===== src/rtl/rcpf_defines.svh =====
/*
 register offsets, field positions, reset values and the derived mode
 constants of the receive front-end configuration bank.
 assumes an AXI4-Lite slave with byte address equal to four times the index.
*/
`ifndef RCPF_DEFINES_SVH
`define RCPF_DEFINES_SVH
// register indices; the byte address is four times the index
`define RCPF_IDX_PHASE0 8'hc1
`define RCPF_IDX_PHASE1 8'hc2
`define RCPF_IDX_PHASE2 8'hc3
`define RCPF_IDX_PHASE3 8'hc4
`define RCPF_IDX_SHUTDOWN 8'hc5
`define RCPF_IDX_POWER 8'hc6
`define RCPF_IDX_FILTER 8'hc7
`define RCPF_IDX_ECONOMY 8'hc8
// power control field positions
`define RCPF_BIT_QUICK 0
`define RCPF_BIT_FULL 1
`define RCPF_BIT_PREAMP 2
`define RCPF_BIT_LOWPASS 3
// filter configuration field positions
`define RCPF_LSB_AA 7
`define RCPF_BIT_HPBYP 9
`define RCPF_LSB_HP 10
// economy register field position
`define RCPF_BIT_ECON 12
// reset value of every field
`define RCPF_RESET 16'h0000
// phase step in tenths of a degree
`define RCPF_PHASE_STEP_DDEG 12'd225
// high-pass corner in kHz per code
`define RCPF_HP_KHZ_0 10'd75
`define RCPF_HP_KHZ_1 10'd150
`define RCPF_HP_KHZ_2 10'd300
`define RCPF_HP_KHZ_3 10'd600
// low-pass corner in hundreds of kHz, full-power modes
`define RCPF_AA_HKHZ_0 9'd150
`define RCPF_AA_HKHZ_1 9'd100
`define RCPF_AA_HKHZ_2 9'd250
`define RCPF_AA_HKHZ_3 9'd200
// axi responses
`define RCPF_RESP_OKAY 2'b00
`define RCPF_RESP_SLVERR 2'b10
`endif


===== src/rtl/rcpf_pkg.sv =====
/*
 types of the receive front-end configuration bank.
 assumes rcpf_defines.svh is included where constants are needed.
*/
package rcpf_pkg;
   // bus handshake state
   typedef enum logic [1:0] {
      RCPF_IDLE = 2'b00,
      RCPF_RESP = 2'b01
   } rcpf_bus_type;
   // analog control levels of one channel
   typedef struct packed {
      logic shutdown;     // amplifier, filter, mixer off
      logic [3:0] phase;  // mixer phase code
   } rcpf_chan_type;
   // block-wide analog controls
   typedef struct packed {
      logic lowpass_shutdown;
      logic preamp_shutdown;
      logic full_front_end_shutdown;
      logic quick_wake_shutdown;
      logic highpass_bypass;
      logic [1:0] highpass_corner_select;
      logic [1:0] antialias_corner_select;
      logic economy_power_select;
   } rcpf_ctrl_type;
   // all state of the bank
   typedef struct packed {
      logic [15:0] phase0;
      logic [15:0] phase1;
      logic [15:0] phase2;
      logic [15:0] phase3;
      logic [15:0] shutdown;
      logic [15:0] power;
      logic [15:0] filter;
      logic [15:0] economy;
      rcpf_bus_type wr_st;
      logic [1:0] bresp;
      rcpf_bus_type rd_st;
      logic [31:0] rdata;
      logic [1:0] rresp;
   } rcpf_state_type;
endpackage : rcpf_pkg


===== src/rtl/rcpf_regs.sv =====
/*
 receive-chain power and filter register bank with an AXI4-Lite slave.
 assumes a single 25 MHz clock, asynchronous active-high reset, and a
 master that keeps one write and one read in flight at most.
*/
// Decided for this implementation: register access over AXI4-Lite.
`timescale 1ns/100ps
`include "rcpf_defines.svh"
module rcpf_regs (
   input wire logic clk,
   input wire logic rst,
   input wire logic [31:0] s_axi_awaddr,
   input wire logic s_axi_awvalid,
   output logic s_axi_awready,
   input wire logic [31:0] s_axi_wdata,
   input wire logic [3:0] s_axi_wstrb,
   input wire logic s_axi_wvalid,
   output logic s_axi_wready,
   output logic [1:0] s_axi_bresp,
   output logic s_axi_bvalid,
   input wire logic s_axi_bready,
   input wire logic [31:0] s_axi_araddr,
   input wire logic s_axi_arvalid,
   output logic s_axi_arready,
   output logic [31:0] s_axi_rdata,
   output logic [1:0] s_axi_rresp,
   output logic s_axi_rvalid,
   input wire logic s_axi_rready,
   output rcpf_pkg::rcpf_chan_type [15:0] chan_ctrl,
   output rcpf_pkg::rcpf_ctrl_type block_ctrl,
   output logic [11:0] phase_ddeg [15:0],
   output logic [9:0] highpass_khz,
   output logic [8:0] antialias_hkhz,
   output logic converter_shutdown
);
   rcpf_pkg::rcpf_state_type st;      // registered state
   rcpf_pkg::rcpf_state_type next_st; // next state
   logic [7:0] wr_idx; // write word index
   logic [7:0] rd_idx; // read word index
   logic [15:0] wmask; // byte-lane mask for the low half
   logic [255:0] phase_flat; // four phase words as one vector
   logic [8:0] aa_full; // full-power corner before economy halving

   assign wr_idx = s_axi_awaddr[9:2];
   assign rd_idx = s_axi_araddr[9:2];
   assign wmask = {{8{s_axi_wstrb[1]}}, {8{s_axi_wstrb[0]}}};

   // write takes address and data together so neither can be stranded
   assign s_axi_awready = (st.wr_st == rcpf_pkg::RCPF_IDLE) && s_axi_awvalid && s_axi_wvalid;
   assign s_axi_wready = s_axi_awready;
   assign s_axi_bvalid = (st.wr_st == rcpf_pkg::RCPF_RESP);
   assign s_axi_bresp = st.bresp;
   assign s_axi_arready = (st.rd_st == rcpf_pkg::RCPF_IDLE);
   assign s_axi_rvalid = (st.rd_st == rcpf_pkg::RCPF_RESP);
   assign s_axi_rdata = st.rdata;
   assign s_axi_rresp = st.rresp;

   // merge a write into a word under the byte strobes
   function automatic logic [15:0] rcpf_merge(input logic [15:0] old, input logic [15:0] wd,
         input logic [15:0] m);
      rcpf_merge = (old & ~m) | (wd & m);
   endfunction : rcpf_merge

   // next-state logic for both channels
   always_comb begin
      next_st = st;
      // write channel
      if (st.wr_st == rcpf_pkg::RCPF_IDLE) begin
         if (s_axi_awready) begin
            next_st.wr_st = rcpf_pkg::RCPF_RESP;
            next_st.bresp = `RCPF_RESP_OKAY;
            // every field is stored as written; unused bits kept as given
            case (wr_idx)
               `RCPF_IDX_PHASE0: next_st.phase0 = rcpf_merge(st.phase0, s_axi_wdata[15:0], wmask);
               `RCPF_IDX_PHASE1: next_st.phase1 = rcpf_merge(st.phase1, s_axi_wdata[15:0], wmask);
               `RCPF_IDX_PHASE2: next_st.phase2 = rcpf_merge(st.phase2, s_axi_wdata[15:0], wmask);
               `RCPF_IDX_PHASE3: next_st.phase3 = rcpf_merge(st.phase3, s_axi_wdata[15:0], wmask);
               `RCPF_IDX_SHUTDOWN: begin
                  next_st.shutdown = rcpf_merge(st.shutdown, s_axi_wdata[15:0], wmask);
               end
               `RCPF_IDX_POWER: next_st.power = rcpf_merge(st.power, s_axi_wdata[15:0], wmask);
               `RCPF_IDX_FILTER: next_st.filter = rcpf_merge(st.filter, s_axi_wdata[15:0], wmask);
               `RCPF_IDX_ECONOMY: begin
                  next_st.economy = rcpf_merge(st.economy, s_axi_wdata[15:0], wmask);
               end
               // unmapped: answer with an error, nothing stored
               default: next_st.bresp = `RCPF_RESP_SLVERR;
            endcase
         end
      end else if (s_axi_bready) begin
         next_st.wr_st = rcpf_pkg::RCPF_IDLE;
      end
      // read channel
      if (st.rd_st == rcpf_pkg::RCPF_IDLE) begin
         if (s_axi_arvalid) begin
            next_st.rd_st = rcpf_pkg::RCPF_RESP;
            next_st.rresp = `RCPF_RESP_OKAY;
            next_st.rdata = 32'h00000000;
            // upper half always reads zero
            case (rd_idx)
               `RCPF_IDX_PHASE0: next_st.rdata[15:0] = st.phase0;
               `RCPF_IDX_PHASE1: next_st.rdata[15:0] = st.phase1;
               `RCPF_IDX_PHASE2: next_st.rdata[15:0] = st.phase2;
               `RCPF_IDX_PHASE3: next_st.rdata[15:0] = st.phase3;
               `RCPF_IDX_SHUTDOWN: next_st.rdata[15:0] = st.shutdown;
               `RCPF_IDX_POWER: next_st.rdata[15:0] = st.power;
               `RCPF_IDX_FILTER: next_st.rdata[15:0] = st.filter;
               `RCPF_IDX_ECONOMY: next_st.rdata[15:0] = st.economy;
               // unmapped: zero data with error
               default: next_st.rresp = `RCPF_RESP_SLVERR;
            endcase
         end
      end else if (s_axi_rready) begin
         next_st.rd_st = rcpf_pkg::RCPF_IDLE;
      end
   end

   // state register; every field starts at zero
   always_ff @(posedge clk or posedge rst) begin
      if (rst) begin
         st <= '0;
      end else begin
         st <= next_st;
      end
   end

   // phase words stacked so channel n sits at bits 4n+3..4n
   assign phase_flat = {192'h0, st.phase3, st.phase2, st.phase1, st.phase0};

   // per-channel controls, one slice per channel
   genvar gi;
   generate
      for (gi = 0; gi < 16; gi = gi + 1) begin : g_chan
         // shutdown bit gi belongs to channel gi+1 only
         assign chan_ctrl[gi].shutdown = st.shutdown[gi];
         // highest channel of each group in the top nibble
         assign chan_ctrl[gi].phase = phase_flat[4*gi +: 4];
         // phase in tenths of a degree, code times 22.5 degrees
         assign phase_ddeg[gi] = 12'(phase_flat[4*gi +: 4] * `RCPF_PHASE_STEP_DDEG);
      end
   endgenerate

   // block controls straight from the stored fields
   assign block_ctrl.lowpass_shutdown = st.power[`RCPF_BIT_LOWPASS];
   assign block_ctrl.preamp_shutdown = st.power[`RCPF_BIT_PREAMP];
   assign block_ctrl.full_front_end_shutdown = st.power[`RCPF_BIT_FULL];
   assign block_ctrl.quick_wake_shutdown = st.power[`RCPF_BIT_QUICK];
   assign block_ctrl.highpass_bypass = st.filter[`RCPF_BIT_HPBYP];
   assign block_ctrl.highpass_corner_select = st.filter[`RCPF_LSB_HP +: 2];
   assign block_ctrl.antialias_corner_select = st.filter[`RCPF_LSB_AA +: 2];
   assign block_ctrl.economy_power_select = st.economy[`RCPF_BIT_ECON];

   // converter is never shut down by this bank
   assign converter_shutdown = 1'b0;

   // high-pass corner decode
   always_comb begin
      case (st.filter[`RCPF_LSB_HP +: 2])
         2'h0: highpass_khz = `RCPF_HP_KHZ_0;
         2'h1: highpass_khz = `RCPF_HP_KHZ_1;
         2'h2: highpass_khz = `RCPF_HP_KHZ_2;
         default: highpass_khz = `RCPF_HP_KHZ_3;
      endcase
   end

   // low-pass corner decode; economy mode halves it
   always_comb begin
      case (st.filter[`RCPF_LSB_AA +: 2])
         2'h0: aa_full = `RCPF_AA_HKHZ_0;
         2'h1: aa_full = `RCPF_AA_HKHZ_1;
         2'h2: aa_full = `RCPF_AA_HKHZ_2;
         default: aa_full = `RCPF_AA_HKHZ_3;
      endcase
      antialias_hkhz = st.economy[`RCPF_BIT_ECON] ? (aa_full >> 1) : aa_full;
   end

   // bus checks: every answer comes one cycle after acceptance and stands until taken
   a_write_answer: assert property (@(posedge clk) disable iff (rst)
      s_axi_awready |=> s_axi_bvalid)
      else $error("write response late");

   // address and data are always taken together, so neither is stranded
   a_wr_pair: assert property (@(posedge clk) disable iff (rst)
      s_axi_wready == s_axi_awready)
      else $error("write halves split");

   // no new write while the previous answer is still waiting
   a_wr_busy: assert property (@(posedge clk) disable iff (rst)
      s_axi_bvalid |-> !s_axi_awready)
      else $error("write taken while busy");

   // write answer stands with a steady code until bready
   a_bresp_hold: assert property (@(posedge clk) disable iff (rst)
      (s_axi_bvalid && !s_axi_bready) |=> s_axi_bvalid && $stable(s_axi_bresp))
      else $error("write answer dropped");

   // a write to the filter register is answered okay
   a_wr_okay: assert property (@(posedge clk) disable iff (rst)
      (s_axi_awready && wr_idx == `RCPF_IDX_FILTER) |=> s_axi_bresp == `RCPF_RESP_OKAY)
      else $error("mapped write refused");

   // an index below the bank is refused, so software sees an error rather than silence
   a_wr_unmapped: assert property (@(posedge clk) disable iff (rst)
      (s_axi_awready && wr_idx < `RCPF_IDX_PHASE0) |=> s_axi_bresp == `RCPF_RESP_SLVERR)
      else $error("unmapped write accepted");

   // a read answers one cycle after acceptance
   a_read_answer: assert property (@(posedge clk) disable iff (rst)
      (s_axi_arvalid && s_axi_arready) |=> s_axi_rvalid)
      else $error("read response late");

   // no new read while the previous data still waits
   a_rd_busy: assert property (@(posedge clk) disable iff (rst)
      s_axi_rvalid |-> !s_axi_arready)
      else $error("read taken while busy");

   // read data stands until taken
   a_read_hold: assert property (@(posedge clk) disable iff (rst)
      (s_axi_rvalid && !s_axi_rready) |=> s_axi_rvalid && $stable(s_axi_rdata))
      else $error("read data dropped");

   // the upper half of every read word is zero
   a_rdata_upper: assert property (@(posedge clk) disable iff (rst)
      s_axi_rvalid |-> s_axi_rdata[31:16] == 16'h0000)
      else $error("read upper half not zero");

   // channel checks: shutdown write shows on the channel one level next cycle
   a_chan_shut: assert property (@(posedge clk) disable iff (rst)
      (s_axi_awready && wr_idx == `RCPF_IDX_SHUTDOWN && s_axi_wstrb[0])
      |=> chan_ctrl[0].shutdown == $past(s_axi_wdata[0]))
      else $error("channel one shutdown not applied");

   // channel sixteen sits in the top bit of the word
   a_chan_top_shut: assert property (@(posedge clk) disable iff (rst)
      (s_axi_awready && wr_idx == `RCPF_IDX_SHUTDOWN && s_axi_wstrb[1])
      |=> chan_ctrl[15].shutdown == $past(s_axi_wdata[15]))
      else $error("channel sixteen shutdown not applied");

   // a channel shutdown write leaves every block-wide level alone
   a_shut_isolate: assert property (@(posedge clk) disable iff (rst)
      (s_axi_awready && wr_idx == `RCPF_IDX_SHUTDOWN) |=> $stable(block_ctrl))
      else $error("channel shutdown leaked");

   // a channel shutdown never reaches the converter
   a_conv_free: assert property (@(posedge clk) disable iff (rst)
      (st.shutdown != 16'h0 || st.power[1:0] != 2'b00) |-> !converter_shutdown)
      else $error("converter affected");

   // block checks: low-pass shutdown follows power bit 3 of the written word
   a_lowpass_shut: assert property (@(posedge clk) disable iff (rst)
      (s_axi_awready && wr_idx == `RCPF_IDX_POWER && s_axi_wstrb[0])
      |=> block_ctrl.lowpass_shutdown == $past(s_axi_wdata[3]))
      else $error("lowpass shutdown mismatch");

   // preamp shutdown follows power bit 2
   a_preamp_shut: assert property (@(posedge clk) disable iff (rst)
      (s_axi_awready && wr_idx == `RCPF_IDX_POWER && s_axi_wstrb[0])
      |=> block_ctrl.preamp_shutdown == $past(s_axi_wdata[2]))
      else $error("preamp shutdown mismatch");

   // full shutdown level follows power bit 1
   a_full_shut: assert property (@(posedge clk) disable iff (rst)
      (s_axi_awready && wr_idx == `RCPF_IDX_POWER && s_axi_wstrb[0])
      |=> block_ctrl.full_front_end_shutdown == $past(s_axi_wdata[1]))
      else $error("full shutdown mismatch");

   // quick wake shutdown follows power bit 0
   a_quick_write: assert property (@(posedge clk) disable iff (rst)
      (s_axi_awready && wr_idx == `RCPF_IDX_POWER && s_axi_wstrb[0])
      |=> block_ctrl.quick_wake_shutdown == $past(s_axi_wdata[0]))
      else $error("quick shutdown write mismatch");

   // quick wake and preamp levels track the stored word at all times
   a_quick_shut: assert property (@(posedge clk) disable iff (rst)
      block_ctrl.quick_wake_shutdown == st.power[0] && block_ctrl.preamp_shutdown == st.power[2])
      else $error("quick or preamp mismatch");

   // the global power bits stay on the front-end die
   a_conv_power: assert property (@(posedge clk) disable iff (rst)
      (block_ctrl.full_front_end_shutdown || block_ctrl.quick_wake_shutdown)
      |-> !converter_shutdown)
      else $error("converter shut by global bit");

   // filter checks: highest high-pass code gives 600 kHz
   a_hp_top: assert property (@(posedge clk) disable iff (rst)
      st.filter[11:10] == 2'b11 |-> highpass_khz == 10'd600)
      else $error("highpass corner wrong");

   // lowest high-pass code gives 75 kHz
   a_hp_base: assert property (@(posedge clk) disable iff (rst)
      st.filter[11:10] == 2'b00 |-> highpass_khz == 10'd75)
      else $error("highpass base corner wrong");

   // bypass level follows bit 9 of the written word
   a_bypass_write: assert property (@(posedge clk) disable iff (rst)
      (s_axi_awready && wr_idx == `RCPF_IDX_FILTER && s_axi_wstrb[1])
      |=> block_ctrl.highpass_bypass == $past(s_axi_wdata[9]))
      else $error("highpass bypass mismatch");

   // economy halves the low-pass corner: 15 MHz becomes 7.5 MHz
   a_aa_half: assert property (@(posedge clk) disable iff (rst)
      (st.economy[12] && st.filter[8:7] == 2'b00) |-> antialias_hkhz == 9'd75)
      else $error("economy corner wrong");

   // full-power mode keeps the whole corner: code 10 is 25 MHz
   a_aa_full: assert property (@(posedge clk) disable iff (rst)
      (!st.economy[12] && st.filter[8:7] == 2'b10) |-> antialias_hkhz == 9'd250)
      else $error("full-power corner wrong");

   // economy with code 11 gives 10 MHz
   a_aa_low_ten: assert property (@(posedge clk) disable iff (rst)
      (st.economy[12] && st.filter[8:7] == 2'b11) |-> antialias_hkhz == 9'd100)
      else $error("economy top corner wrong");

   // economy level follows bit 12 of the written word
   a_econ_write: assert property (@(posedge clk) disable iff (rst)
      (s_axi_awready && wr_idx == `RCPF_IDX_ECONOMY && s_axi_wstrb[1])
      |=> block_ctrl.economy_power_select == $past(s_axi_wdata[12]))
      else $error("economy select mismatch");

   // phase checks: channel sixteen from the top nibble of the last word
   a_phase_top: assert property (@(posedge clk) disable iff (rst)
      phase_ddeg[15] == 12'(st.phase3[15:12] * 12'd225))
      else $error("phase degrees wrong");

   // channel one from the bottom nibble of the first word
   a_phase_low: assert property (@(posedge clk) disable iff (rst)
      phase_ddeg[0] == 12'(st.phase0[3:0] * 12'd225))
      else $error("channel one phase wrong");

   // channel four takes the top nibble of the first word
   a_phase_pack: assert property (@(posedge clk) disable iff (rst)
      (s_axi_awready && wr_idx == `RCPF_IDX_PHASE0 && s_axi_wstrb[1])
      |=> chan_ctrl[3].phase == $past(s_axi_wdata[15:12]))
      else $error("phase packing wrong");
endmodule : rcpf_regs


===== config.mk =====
export PLATFORM = sky130hd
export DESIGN_NAME = rcpf_regs
export DESIGN_NICKNAME = d
export VERILOG_FILES = /design/src/rtl/rcpf_pkg.sv /design/src/rtl/rcpf_regs.sv
export VERILOG_INCLUDE_DIRS = /design/src /design/src/rtl
export SDC_FILE = /design/constraint.sdc
export NUM_CORES = 1
export LEC_CHECK = 0
export BUFFER_PORTS_ARGS = -buffer_cell sky130_fd_sc_hd__buf_4
export CORE_AREA = 2 2 173 175
export CTS_CLUSTER_DIAMETER = 60
export DETAILED_ROUTE_END_ITERATION = 16
export DIE_AREA = 0 0 175 177
export PLACE_DENSITY_LB_ADDON = 0.12
export SLEW_MARGIN = 25
export SYNTH_ARGS = -nofsm -noshare
export SYNTH_HDL_FRONTEND = slang
export SYNTH_SLANG_ARGS = --single-unit

===== constraint.sdc =====
create_clock -name clk -period 8.1 [get_ports clk]
set_input_delay 0 -clock clk [delete_from_list [all_inputs] [get_ports clk]]
set_output_delay 0 -clock clk [all_outputs]
set_load 0.02 [all_outputs]

==> impl_metrics.env <==
export IMPL_drt_iter0_markers=496
export IMPL_hpwl_um=25000
export IMPL_cp_required_ns=8.10
export IMPL_ys_async_sr_fraction=1.00
export IMPL_num_rows=63
export IMPL_coreArea_sq_um=29200
export IMPL_drv_slew=0
export IMPL_start_kind="register"
export IMPL_clkSlewWorstSetupHoldPaths_ns=0.06
export IMPL_peakVddDrop_v=0.000110
export IMPL_io_buffers=347
export IMPL_synth_cells=1264
export IMPL_syn_avg_cell_area_sq_um=10.6
export IMPL_max_freq_mhz=322
export IMPL_postCtsSetupBuffers=0
export IMPL_ys_types=68
export IMPL_diodes=0
export IMPL_antenna_found_initial=0
export IMPL_min_delay_path_class="in -> reg"
export IMPL_cp_max_fo=8
export IMPL_clk_path_buf_depth=2
export IMPL_setup_tns_ns=0
export IMPL_cts_sinks=148
export IMPL_numCtsBuffers=17
export IMPL_yosysWarnings=0
export IMPL_gp_congestion=0.823
export IMPL_end_kind="output port"
export IMPL_tightestPinTransition_ns=1.05
export IMPL_worstSetupPathType="reg -> out"
export IMPL_maxSlewHeadroom=0.295
export IMPL_synth_area_sq_um=13400
export IMPL_dieHeight_um=177
export IMPL_ys_flop_type="dfrtp_1"
export IMPL_antenna_left=0
export IMPL_nets=1770
export IMPL_grtUsageTotal=0.211
export IMPL_synth_edf_count=0
export IMPL_ys_ff_latch=148
export IMPL_wl_per_cell_um=18.1
export IMPL_setup_viol=0
export IMPL_powerDensity_nw_per_um2=124
export IMPL_period_minus_slack_ns=3.11
export IMPL_cp_arrival_ns=3.11
export IMPL_htree_levels=4
export IMPL_dpl_cell_area_sq_um=14800
export IMPL_stdcell_count=1829
export IMPL_die_area_sq_um=31000
export IMPL_firstDrtPassIters=6
export IMPL_grt_max_degree=83
export IMPL_run_status="completed"
export IMPL_post_route_util=0.539
export IMPL_rsz0062_at_grt="no"
export IMPL_ys_seq_area_frac=0.276
export IMPL_start_util=0.458
export IMPL_fin_crit_sh=0.383
export IMPL_root_buffer="clkbuf_16"
export IMPL_via_per_inst=5.09
export IMPL_area_growth_pct=17.6
export IMPL_insertion_delay_ns=0.42
export IMPL_routed_wl_um=33100
export IMPL_design_area_sq_um=15800
export IMPL_leakagePower_nw=9.12
export IMPL_fp_dieW_um=175
export IMPL_io_pins=450
export IMPL_num_vias=9310
export IMPL_final_hold_viol_count=0
export IMPL_grt_pass1_vias=9173
export IMPL_cts_tree="built"
export IMPL_place_inst=1777
export IMPL_finClkSkew_ns=0.00716
export IMPL_drc=0
export IMPL_ff2ff_setup_slack_ns=5.74
export IMPL_gr_total_overflow=0
export IMPL_maxCapViolations=0
export IMPL_drive_above_1_share=0.370
export IMPL_grt_pass1_wl_um=51000
## worst paths after layout
path                                             start                     endpoint  cells after the start
min in group asynchronous                          rst     chan_ctrl[4]$_DFFE_PP0P_                      3
min reg2reg                s_axi_rdata[14]$_DFFE_PP0P_  s_axi_rdata[14]$_DFFE_PP0P_                      2
max in group asynchronous                          rst   s_axi_rdata[7]$_DFFE_PP0P_                      4
max                          chan_ctrl[72]$_DFFE_PP0P_              phase_ddeg[179]                      9
max reg2reg                         st[38]$_DFFE_PP0P_           st[71]$_DFFE_PP0P_                      4
min                                    s_axi_awaddr[4]   s_axi_bresp[1]$_DFFE_PP0P_                      4
## registers in the layout, summed over array words and instances, names as in the netlist
| name | count |
|---|---|
| block_ctrl | 10 |
| chan_ctrl | 80 |
| s_axi_bresp | 1 |
| s_axi_rdata | 16 |
| s_axi_rresp | 1 |
| st | 40 |
## timing repair
action | CTS | global route
hold buffers | 22 | 0
resized for setup | 0 | 0
endpoints found under the hold margin | 212 | 0
## layout by cell type (no fill, tap or decap), types with 9 or more instances in the layout
cell	n
nor2b_1	9
a21oi_1	54
a22o_1	15
buf_4	350
a21o_1	32
xor2_1	9
a31oi_1	10
xnor2_1	40
and2_1	14
nor2_1	11
clkbuf_16	17
mux2_2	122
inv_1	120
nand2_1	21
a22oi_1	11
conb_1	36
fa_1	48
dfrtp_1	148
dlygate4sd3_1	22
o21ai_0	15
a21boi_0	9
nand3b_1	26
ha_1	187
## worst max-delay path, stage by stage (launching register included)
cell and delay, ns:
dfrtp_1 0.55, inv_1 0.14, fa_1 0.51, inv_1 0.04, ha_1 0.33, fa_1 0.46
a21o_1 0.19, a21oi_1 0.17, xnor2_1 0.13, buf_4 0.16
## layer usage
layer	vias to the layer above	wire length, um	share of wire	track usage
li1	4383	-	-	-
met1	4598	13700	0.42	0.264
met2	292	16800	0.51	0.377
met3	37	1830	0.055	0.0369
met4	0	680	0.021	0.0563
met5	-	0	0	0
## cells in the mapped netlist, types with 6 or more instances
library cell  number  area share
ha_1             187        0.17
a22oi_1           11      0.0062
a21oi_1           54       0.020
o21ai_0           15      0.0056
a21o_1            32       0.018
and2_1            14      0.0065
a22o_1            15      0.0098
xnor2_1           40       0.026
fa_1              48       0.072
nor2b_1            9      0.0042
clkbuf_1          22      0.0062
nand3b_1          26       0.015
buf_4            227        0.13
mux2_4             8      0.0090
mux2_2           122        0.10
inv_1            121       0.034
o211ai_1           8      0.0045
a31oi_1           10      0.0047
nand2_1           21      0.0059
a21boi_0           9      0.0050
buf_2             10      0.0037
xor2_1             9      0.0059
dfrtp_1          148        0.28
nor2_1            11      0.0031
a222oi_1           6      0.0045
## metrics by stage
stage	setup WS (ns)	hold WS (ns)	power, mW
floorplan	4.12	0.0964	0.929
global placement	5.39	0.186	0.992
detailed placement	5.39	0.189	0.994
CTS	4.94	0.0180	1.97
global route	4.80	0.0597	2.01
finish	4.99	0.0243	1.95
## where the power goes
group,switching (mW),leakage [nW],internal (mW),total [mW]
logic,0.142,6.71,0.0819,0.224
clock network,0.304,0.352,0.660,0.964
registers,0.0151,2.05,0.749,0.764
total,0.462,9.12,1.49,1.95
## cell type report
class	instances	area, sq um
tap	390	488
multi-input combinational	768	7560
clock inverter	10	250
inverter	121	459
clock buffer	20	467
sequential	148	3700
timing repair buffer	372	2850
fill	2661	13500
## logic make-up after synthesis
group,share of synthesized area
AOI/OAI and AO/OA,0.0929
xor gates and xnor gates,0.0320
adders and majority gates,0.246
buffers and inverters,0.172
DFF,0.276
muxes,0.112
other,0.000280
and+or+nand+nor,0.0679
(Power assumes the default switching activity.)
